<file path="config.mk">
export PLATFORM = sky130hd
export DESIGN_NAME = radio_control_rate_regs
export DESIGN_NICKNAME = d
export VERILOG_FILES = /design/src/pkg/radio_ctl_pkg.sv /design/src/rtl/radio_control_rate_regs.sv
export SDC_FILE = /design/constraint.sdc
export NUM_CORES = 1
export LEC_CHECK = 0
export BUFFER_PORTS_ARGS = -buffer_cell sky130_fd_sc_hd__buf_4
export CORE_ASPECT_RATIO = 0.75
export CORE_UTILIZATION = 60
export CTS_CLUSTER_SIZE = 30
export DETAILED_ROUTE_END_ITERATION = 12
export HOLD_SLACK_MARGIN = 0.15
export PLACE_DENSITY = 0.9
export SYNTH_ARGS = -nofsm -noshare
export SYNTH_HDL_FRONTEND = slang
export SYNTH_SLANG_ARGS = --single-unit
</file>
<file path="constraint.sdc">
create_clock -name clk_i -period 5.4 [get_ports clk_i]
set_clock_uncertainty 0.15 [all_clocks]
set_input_delay 0.81 -clock clk_i [delete_from_list [all_inputs] [get_ports clk_i]]
set_output_delay 0.81 -clock clk_i [all_outputs]
set_load 0.01 [all_outputs]
</file>
<file path="src/pkg/radio_ctl_pkg.sv">
// constants for the radio control and rate configuration registers
package radio_ctl_pkg;
  // register addresses on the serial register port
  localparam logic [5:0] ADDR_RADIO_CONTROL = 6'h03;
  localparam logic [5:0] ADDR_RATE_CONFIG = 6'h04;
  localparam logic [7:0] RADIO_CONTROL_RST = 8'h00;
  localparam logic [2:0] RATE_CONFIG_RST = 3'h0;
  // control register fields
  localparam int CTL_RX_EN = 7;
  localparam int CTL_TX_EN = 6;
  localparam int CTL_CODE_HALF = 5;
  localparam int CTL_SETTLE_BY_COUNT = 4;
  localparam int CTL_AMP_OVERRIDE = 3;
  localparam int CTL_AMP_ON = 2;
  localparam int CTL_SYN_OVERRIDE = 1;
  localparam int CTL_SYN_ON = 0;
  // rate register fields
  localparam int RATE_CODE_32 = 2;
  localparam int RATE_DOUBLE = 1;
  localparam int RATE_OVS_12X = 0;
  localparam int RATE_W = 3;
  // serial frame layout
  localparam int FRAME_WR_BIT = 7;
  localparam logic [4:0] CMD_BITS = 5'h08;
  localparam logic [4:0] FRAME_BITS = 5'h10;
  // settle count unit
  localparam int CLK_PERIOD_NS = 25;
  localparam int SETTLE_UNIT_NS = 2000;
  localparam int SETTLE_UNIT_CYC = SETTLE_UNIT_NS / CLK_PERIOD_NS;
  localparam logic [6:0] UNIT_LAST = 7'(SETTLE_UNIT_CYC - 1);
  // synthesizer settle sequencer, one bit changes on each forward step
  typedef enum logic [1:0] {
    SYN_OFF = 2'h0,
    SYN_SETTLING = 2'h1,
    SYN_READY = 2'h3
  } syn_state_t;
endpackage

</file>
<file path="src/rtl/radio_control_rate_regs.sv">
// control and rate registers behind the serial port, with synthesizer and amplifier control
`timescale 1ns/1ps
module radio_control_rate_regs
  import radio_ctl_pkg::*;
(
  // clock and reset
  input wire logic clk_i,
  input wire logic reset_n_i,
  // serial register port
  input wire logic ser_clk_i,
  input wire logic ser_sel_n_i,
  input wire logic ser_din_i,
  output logic ser_dout_o,
  output logic ser_dout_oe_n_o,
  // synthesizer interface
  input wire logic [7:0] settle_count_i,
  input wire logic syn_lock_i,
  output logic synth_on_o,
  output logic synth_settled_o,
  // radio mode outputs
  output logic rx_mode_o,
  output logic tx_mode_o,
  output logic amp_on_o,
  output logic code_half_choice_o,
  output logic code_32_o,
  output logic double_rate_o,
  output logic ovs_12x_o
);

  // pin synchronisers, reset to idle pin levels: select high, clock, data and lock low
  localparam logic [3:0] PIN_IDLE = 4'h4;
  logic [3:0] pin_meta_r;
  logic [3:0] pin_sync_r;
  logic ser_clk_prev_r;
  always_ff @(posedge clk_i or negedge reset_n_i) begin
    if (!reset_n_i) begin
      pin_meta_r <= PIN_IDLE;
      pin_sync_r <= PIN_IDLE;
      ser_clk_prev_r <= 1'b0;
    end else begin
      pin_meta_r <= {syn_lock_i, ser_sel_n_i, ser_clk_i, ser_din_i};
      pin_sync_r <= pin_meta_r;
      ser_clk_prev_r <= pin_sync_r[1];
    end
  end

  logic din_s, sclk_s, sel_n_s, lock_s, sclk_rise, sclk_fall;
  assign din_s = pin_sync_r[0];
  assign sclk_s = pin_sync_r[1];
  assign sel_n_s = pin_sync_r[2];
  assign lock_s = pin_sync_r[3];
  assign sclk_rise = sclk_s & ~ser_clk_prev_r & ~sel_n_s;
  assign sclk_fall = ~sclk_s & ser_clk_prev_r & ~sel_n_s;

  // serial frame and register group
  logic [4:0] bit_cnt_r, bit_cnt_nxt;
  logic [7:0] in_sh_r, in_sh_nxt;
  logic [7:0] cmd_r, cmd_nxt;
  logic [7:0] out_sh_r, out_sh_nxt;
  logic [7:0] control_r, control_nxt;
  logic [RATE_W-1:0] rate_r, rate_nxt;
  logic [7:0] shifted_in;

  function automatic logic [7:0] read_value(input logic [5:0] addr, input logic [7:0] ctl,
                                            input logic [RATE_W-1:0] rate);
    if (addr == ADDR_RADIO_CONTROL) begin
      read_value = ctl;
    end else if (addr == ADDR_RATE_CONFIG) begin
      read_value = {5'h00, rate};
    end else begin
      read_value = 8'h00;
    end
  endfunction

  always_comb begin
    bit_cnt_nxt = bit_cnt_r;
    in_sh_nxt = in_sh_r;
    cmd_nxt = cmd_r;
    out_sh_nxt = out_sh_r;
    control_nxt = control_r;
    rate_nxt = rate_r;
    shifted_in = {in_sh_r[6:0], din_s};
    if (sel_n_s) begin
      bit_cnt_nxt = 5'h00;
    end else if (sclk_rise && bit_cnt_r < FRAME_BITS) begin
      bit_cnt_nxt = bit_cnt_r + 5'h01;
      in_sh_nxt = shifted_in;
      if (bit_cnt_r == CMD_BITS - 5'h01) begin
        cmd_nxt = shifted_in;
        out_sh_nxt = read_value(shifted_in[5:0], control_r, rate_r);
      end
      if (bit_cnt_r == FRAME_BITS - 5'h01 && cmd_r[FRAME_WR_BIT]) begin
        if (cmd_r[5:0] == ADDR_RADIO_CONTROL) begin
          control_nxt = shifted_in;
        end else if (cmd_r[5:0] == ADDR_RATE_CONFIG) begin
          rate_nxt = shifted_in[RATE_W-1:0];
        end
      end
    end else if (sclk_fall && bit_cnt_r > CMD_BITS) begin
      out_sh_nxt = {out_sh_r[6:0], 1'b0};
    end
  end

  always_ff @(posedge clk_i or negedge reset_n_i) begin
    if (!reset_n_i) begin
      bit_cnt_r <= 5'h00;
      in_sh_r <= 8'h00;
      cmd_r <= 8'h00;
      out_sh_r <= 8'h00;
      control_r <= RADIO_CONTROL_RST;
      rate_r <= RATE_CONFIG_RST;
    end else begin
      bit_cnt_r <= bit_cnt_nxt;
      in_sh_r <= in_sh_nxt;
      cmd_r <= cmd_nxt;
      out_sh_r <= out_sh_nxt;
      control_r <= control_nxt;
      rate_r <= rate_nxt;
    end
  end

  assign ser_dout_o = out_sh_r[7];
  assign ser_dout_oe_n_o = ~(~sel_n_s && bit_cnt_r >= CMD_BITS && ~cmd_r[FRAME_WR_BIT]);

  // decoded modes
  logic code_32, syn_want;
  assign code_32 = rate_r[RATE_CODE_32];
  assign rx_mode_o = control_r[CTL_RX_EN];
  assign tx_mode_o = control_r[CTL_TX_EN];
  assign code_32_o = code_32;
  assign code_half_choice_o = code_32 & control_r[CTL_CODE_HALF];
  assign double_rate_o = code_32 & rate_r[RATE_DOUBLE];
  assign ovs_12x_o = code_32 & ~rate_r[RATE_DOUBLE] & rate_r[RATE_OVS_12X];
  // manual or automatic synthesizer enable
  assign syn_want = control_r[CTL_SYN_OVERRIDE] ? control_r[CTL_SYN_ON]
                  : (control_r[CTL_RX_EN] | control_r[CTL_TX_EN]);
  assign synth_on_o = syn_want;

  // synthesizer settle sequencer group
  syn_state_t state_r, state_nxt;
  logic [6:0] cyc_cnt_r, cyc_cnt_nxt;
  logic [7:0] unit_cnt_r, unit_cnt_nxt;
  logic by_count;
  assign by_count = control_r[CTL_SETTLE_BY_COUNT];

  always_comb begin
    state_nxt = state_r;
    cyc_cnt_nxt = cyc_cnt_r;
    unit_cnt_nxt = unit_cnt_r;
    case (state_r)
      SYN_OFF: begin
        cyc_cnt_nxt = 7'h00;
        unit_cnt_nxt = 8'h00;
        if (syn_want) begin
          state_nxt = SYN_SETTLING;
        end
      end
      SYN_SETTLING: begin
        if (!syn_want) begin
          state_nxt = SYN_OFF;
        end else if (by_count) begin
          if (unit_cnt_r >= settle_count_i) begin
            state_nxt = SYN_READY;
          end else if (cyc_cnt_r == UNIT_LAST) begin
            cyc_cnt_nxt = 7'h00;
            unit_cnt_nxt = unit_cnt_r + 8'h01;
          end else begin
            cyc_cnt_nxt = cyc_cnt_r + 7'h01;
          end
        end else if (lock_s) begin
          state_nxt = SYN_READY;
        end
      end
      SYN_READY: begin
        if (!syn_want) begin
          state_nxt = SYN_OFF;
        end
      end
      default: begin
        state_nxt = SYN_OFF;
      end
    endcase
  end

  always_ff @(posedge clk_i or negedge reset_n_i) begin
    if (!reset_n_i) begin
      state_r <= SYN_OFF;
      cyc_cnt_r <= 7'h00;
      unit_cnt_r <= 8'h00;
    end else begin
      state_r <= state_nxt;
      cyc_cnt_r <= cyc_cnt_nxt;
      unit_cnt_r <= unit_cnt_nxt;
    end
  end

  assign synth_settled_o = (state_r == SYN_READY);
  // manual or automatic amplifier enable
  assign amp_on_o = control_r[CTL_AMP_OVERRIDE] ? control_r[CTL_AMP_ON]
                  : (control_r[CTL_TX_EN] & synth_settled_o);

  logic ctl_wr, rate_wr;
  assign ctl_wr = sclk_rise && bit_cnt_r == FRAME_BITS - 5'h01 && cmd_r[FRAME_WR_BIT]
                  && cmd_r[5:0] == ADDR_RADIO_CONTROL;
  assign rate_wr = sclk_rise && bit_cnt_r == FRAME_BITS - 5'h01 && cmd_r[FRAME_WR_BIT]
                   && cmd_r[5:0] == ADDR_RATE_CONFIG;

  // cycles spent settling, saturating, for the settle time check
  logic [15:0] settle_age_r, settle_age_nxt;
  logic [15:0] settle_min;
  assign settle_min = 16'(settle_count_i * SETTLE_UNIT_CYC);

  always_comb begin
    settle_age_nxt = 16'h0000;
    if (state_r == SYN_SETTLING && settle_age_r != 16'hFFFF) begin
      settle_age_nxt = settle_age_r + 16'h0001;
    end else if (state_r == SYN_SETTLING) begin
      settle_age_nxt = settle_age_r;
    end
  end

  always_ff @(posedge clk_i or negedge reset_n_i) begin
    if (!reset_n_i) begin
      settle_age_r <= 16'h0000;
    end else begin
      settle_age_r <= settle_age_nxt;
    end
  end
endmodule

</file>
Word level (Yosys, flattened, before mapping)
Cells that the tools add are included.
{"block": "totals", "register_bits": 65, "inputBits": 14, "output_inout_bits": 11}
{"block": "op_classes", "addsub": 3, "order_cmp": 4, "eq_ne": 18, "muxes": 26, "bitwise_logic": 17, "n_reduce_logical": 17}
{"operator": "2-to-1 mux 8 bit", "n": 8}
{"operator": "2-to-1 mux 7 bit", "n": 4}
{"operator": "case mux 8 bit (2 select lines)", "n": 1}
{"operator": "case mux 7 bit (2 select lines)", "n": 1}
{"operator": "== test 6 x 2 -> 1 bit (second input constant)", "n": 2}
{"operator": "== test 6 x 3 -> 1 bit (second input constant)", "n": 2}
{"operator": "2-to-1 mux 2 bit", "n": 6}
{"operator": "inequality test 2 bit (second input constant)", "n": 6}
{"operator": "AND reduction 4 bit", "n": 3}
{"operator": "2-to-1 mux 5 bit", "n": 2}
{"operator": "AND reduction 5 bit", "n": 2}
{"operator": "AND 1 bit", "n": 9}
{"operator": "adder 8 x 1 -> 8 bit (second input constant)", "n": 1}
{"operator": "greater-or-equal comparator 8 bit", "n": 1}
{"operator": "inequality test 4 bit (second input constant)", "n": 2}
{"operator": "adder 7 x 1 -> 7 bit (second input constant)", "n": 1}
{"operator": "== test 7 bit (second input constant)", "n": 1}
{"operator": "inverter 1 bit", "n": 7}
{"operator": "case mux 2 bit (3 select lines)", "n": 1}
{"operator": "AND reduction 3 bit", "n": 2}
{"operator": "nonzero test 2 bit", "n": 3}
{"operator": "adder 5 x 1 -> 5 bit (second input constant)", "n": 1}
{"operator": "== test 5 x 3 -> 1 bit (second input constant)", "n": 1}
{"operator": "== test 5 x 4 -> 1 bit (second input constant)", "n": 1}
{"operator": "other kinds (12)", "n": 17}

Longest topological paths before layout
{"block": "logic_depth", "ltp_word": 6, "depth_mapped": 9}

Least setup slack after synthesis
No wires, ideal clock.
{"block": "synth_timing", "kind": "input to register", "from": "input settle_count_i[0]", "to": "register unit_cnt_r[6]", "t_arrival_ns": 2.805, "required_ns": 5.181, "path_slack_ns": 2.376, "path_stages": 8, "path_buffers": 1, "cell_sequence": "ha_1 > nand2b_4 > a2111oi_4 > nor3_1 > or4b_1 > buf_2 > or4_1 > nand3_1"}
{"block": "synth_between", "elab_chain_cells": 3}
{"element": "from (decl)", "line": "radio_control_rate_regs.sv:16", "source": "input wire logic [7:0] settle_count_i,"}
{"element": "greater-or-equal comparator 8 bit", "line": "radio_control_rate_regs.sv:162", "source": "if (unit_cnt_r >= settle_count_i) begin"}
{"element": "inequality test 2 bit (no source line)"}
{"element": "AND reduction 5 bit (no source line)"}
{"element": "to (signal assigned)", "line": "radio_control_rate_regs.sv:193", "source": "unit_cnt_r <= unit_cnt_nxt;"}
{"element": "to (decl)", "line": "radio_control_rate_regs.sv:142", "source": "logic [7:0] unit_cnt_r, unit_cnt_nxt;"}
No other way between the ends.
A chain may end at the register's enable or synchronous reset.

Final worst setup path
{"block": "layout_timing", "from": "register bit_cnt_r[4]", "to": "register control_r[0]"}
{"block": "layout_between", "elab_chain_cells": 3}
{"element": "from (decl)", "line": "radio_control_rate_regs.sv:56", "source": "logic [4:0] bit_cnt_r, bit_cnt_nxt;"}
{"element": "from (signal assigned)", "line": "radio_control_rate_regs.sv:113", "source": "bit_cnt_r <= bit_cnt_nxt;"}
{"element": "< comparator 5 bit / == test 5 x 4 -> 1 bit (equally long branches)"}
{"element": "logical AND 1 bit (on tied branches)", "line": "radio_control_rate_regs.sv:85, radio_control_rate_regs.sv:92"}
{"element": "AND reduction 4 bit (no source line) (*)"}
{"element": "to (signal assigned)", "line": "radio_control_rate_regs.sv:117", "source": "control_r <= control_nxt;"}
{"element": "to (decl)", "line": "radio_control_rate_regs.sv:60", "source": "logic [7:0] control_r, control_nxt;"}
Mark *: on every way between the ends. The rest lies on a longest branch, timed or not.

==> flow_metrics.tcl <==
set metrics [dict create \
    yosys.area.top_type "dfrtp_1" \
    synth_top_area_share_pct 48.8 \
    die_h_microns 65.0 \
    synthTopCellsByArea "dfrtp_1 49%, nand2_1 6.6%, mux2_2 6.4%" \
    clk_latency_ns 0.34 \
    seqPwrFrac_pct 50.0 \
    required_ns 5.47 \
    htreeDepth 3 \
    p_int_mw 0.802 \
    n_fill_cell 332 \
    die_x_microns 86.0 \
    path_max_fanout 11 \
    die-area_sq_mm 0.00559 \
    place_congestion 0.819 \
    drt-initial-drc-count 277 \
    layout-drive-gt1-share_pct 20.6 \
    ff_latch_area_sq_mm 0.00160 \
    cp.arrival_ns 3.15 \
    max_cap_viol_count 0 \
    synth_area_per_cell_sq_um 10.2 \
    drc 0 \
    cts_tree "yes" \
    clkSinkCount 64 \
    critPathLaunchType "register" \
    cp-end-kind "register" \
    switching_share_pct 22.3 \
    hold_viol 0 \
    syn_nets 340 \
    grt_use_total_pct 27.0 \
    syn2layout_area_growth_pct 14.4 \
    path_cells "nor3b_2 -> nor2b_1 -> nand2_1 -> nor3_2 -> mux2_2" \
    crit_type "reg2reg" \
    seq_area_frac_synth_pct 50.5 \
    core_area_sq_mm 0.00498 \
    synth_flop_cell "dfrtp_1" \
    placed_cells 400 \
    yosysWarningCount 0 \
    clk_pin_slew_ns 0.07 \
    postCtsHoldBufs 0 \
    cp_slowest_cell "nor2b_1" \
    layout_common_cells "62 x dfrtp_1, 56 x nand2_1, 24 x buf_4" \
    layout_commonest_cell "dfrtp_1" \
    wire_per_inst_microns 16.1 \
    fin_area_sq_mm 0.00364 \
    start_util_pct 63.8 \
    final_core_util_pct 73.0 \
    synth-async-reset-ratio_pct 100 \
    netlist_instances 313 \
    globalRouteOverflowTotal 0 \
    grt_start_max_net_pins 65 \
    cts_buffers 9 \
    placement.cell_area_sq_mm 0.00341 \
    routed_wl_microns 6710 \
    grt_pass1_vias 2369 \
    via_per_inst 5.96 \
    max_slew.worst_pin.slew_ns 1.09 \
    synth_edf_count 0 \
    layout.nets 366 \
    p_total_mw 1.03 \
    power.share.clock_pct 45.0 \
    drtAntennaViolNets 0 \
    vdd_drop_max_v 0.000232 \
    cts_resized 0 \
    p_leak_nw 1.70 \
    final_max_slew_viol_count 0 \
    cpPeakStageDelay_ns 0.68 \
    path_buf_inv 0 \
    p_switching_mw 0.230 \
    diodes 0 \
    fin_cells 416 \
    io_buffers 24 \
    clock_path_buffers 2 \
    ys_types 48 \
    period_minus_slack_ns 3.08 \
    grt_setup_unrepaired "no" \
    clock.fmax_ghz 0.325 \
    maxSlewHeadroom_pct 27.3 \
    cts_setup_buffers 0 \
    period_share_pct 57.0 \
    power_frac_comb_pct 5.0 \
    multi_input_area_sq_mm 0.00148 \
    setup-violations-final 0 \
    antenna_found_initial 0 \
    syn-cell-area_sq_mm 0.00318 \
    hpwl_microns 4380 \
    path_delay_family "simple AND/OR/NAND/NOR gates" \
    hold_class "reg2reg" \
    cts_root_buf "clkbuf_8" \
    status "completed" \
    grt_pass1_wl_microns 11300 \
    yosys_register_bits 64 \
    num_rows 22 \
    drt_first_pass_iters 4 \
    num_vias 2479 \
    boundaryPins 25 \
    finalSetupTns_ns 0 \
    p_per_area_mw_per_mm2 284 \
]
worst reg2reg max path, cell delays in order, from the launching register on:
cell and delay (ns):
dfrtp_1 0.42, nor3b_2 0.48, nor2b_1 0.68, nand2_1 0.19
nor3_2 0.61, mux2_2 0.43
power groups by stage:
stage | clock, mW | sequential [mW] | combinational, mW
final | 0.464 | 0.516 | 0.0515
after floorplan | 0 | 0.516 | 0.0296
after CTS | 0.471 | 0.515 | 0.0522
after global routing | 0.490 | 0.518 | 0.0580
after detailed placement | 0 | 0.523 | 0.0510
after global placement | 0 | 0.522 | 0.0480
registers in the layout (all words and copies together), names as in the netlist:
register	count
out_sh_r	8
pin_meta_r	4
bit_cnt_r	5
state_r	2
pin_sync_r	4
cyc_cnt_r	7
control_r	8
unit_cnt_r	8
cmd_r	7
in_sh_r	7
rate_r	3
ser_clk_prev_r	1
per-layer routing:
metal	global-route usage (%)	vias to the layer above	wire length, microns
met5	0	-	0
met4	12.1	0	114
met3	7.77	12	577
met2	41.4	119	3100
met1	35.9	1189	2910
li1	-	1159	-
final cells by class:
| class | instances | area share, % |
|---|---|---|
| clock buffer | 13 | 4.37 |
| clock inverter | 3 | 1.79 |
| inverter | 16 | 1.65 |
| multi-input combinational | 224 | 40.7 |
| sequential | 64 | 44.1 |
| tap | 72 | 2.48 |
| timing repair buffer | 24 | 4.95 |
cell families after synthesis:
family,after synthesis,synth area share [%]
AO/OA/AOI/OAI,54,12.2
XOR/XNOR,3,0.827
adder cells (fa/ha/maj),13,5.12
buffers and inverters,25,2.99
flip-flops,64,50.5
multiplexers,21,7.32
AND/OR/NAND/NOR,133,21.1
through the flow:
step | worst slack [ns] | hold WS, ns
6_report | 2.32 | 0.200
5_1_grt | 2.06 | 0.204
4_1_cts | 2.31 | 0.202
3_5_place_dp | 2.10 | 0.187
3_3_place_gp | 2.19 | 0.187
2_1_floorplan | 2.38 | 0.181
synthesized netlist by cell type (5+ instances only):
cell and number:
nand3_1 7, a22oi_1 7, nor3_1 6, nor2_1 18
nand4_1 5, a21oi_1 9, ha_1 13, nand2b_1 5
mux2_2 18, clkbuf_1 8, inv_1 16, o21ai_0 16
and2_1 5, nand2_1 56, dfrtp_1 62, nor4_1 5
path summary, 6_finish.rpt:
kind | start | to | slack, ns | depth (start not counted)
min reg2reg | pin_meta_r[3]$_DFF_PN0_ | pin_sync_r[3]$_DFF_PN0_ | 0.20 | 0
min in group asynchronous | reset_n_i | bit_cnt_r[0]$_DFFE_PN0P_ | 0.39 | 1
max in group asynchronous | reset_n_i | cmd_r[1]$_DFFE_PN0P_ | 4.19 | 1
min | pin_meta_r[3]$_DFF_PN0_ | pin_sync_r[3]$_DFF_PN0_ | 0.20 | 0
max reg2reg | bit_cnt_r[4]$_DFFE_PN0P_ | control_r[0]$_DFFE_PN0P_ | 2.32 | 5
max | bit_cnt_r[4]$_DFFE_PN0P_ | control_r[0]$_DFFE_PN0P_ | 2.32 | 5
No activity file was read; power rests on OpenSTA's default activity.
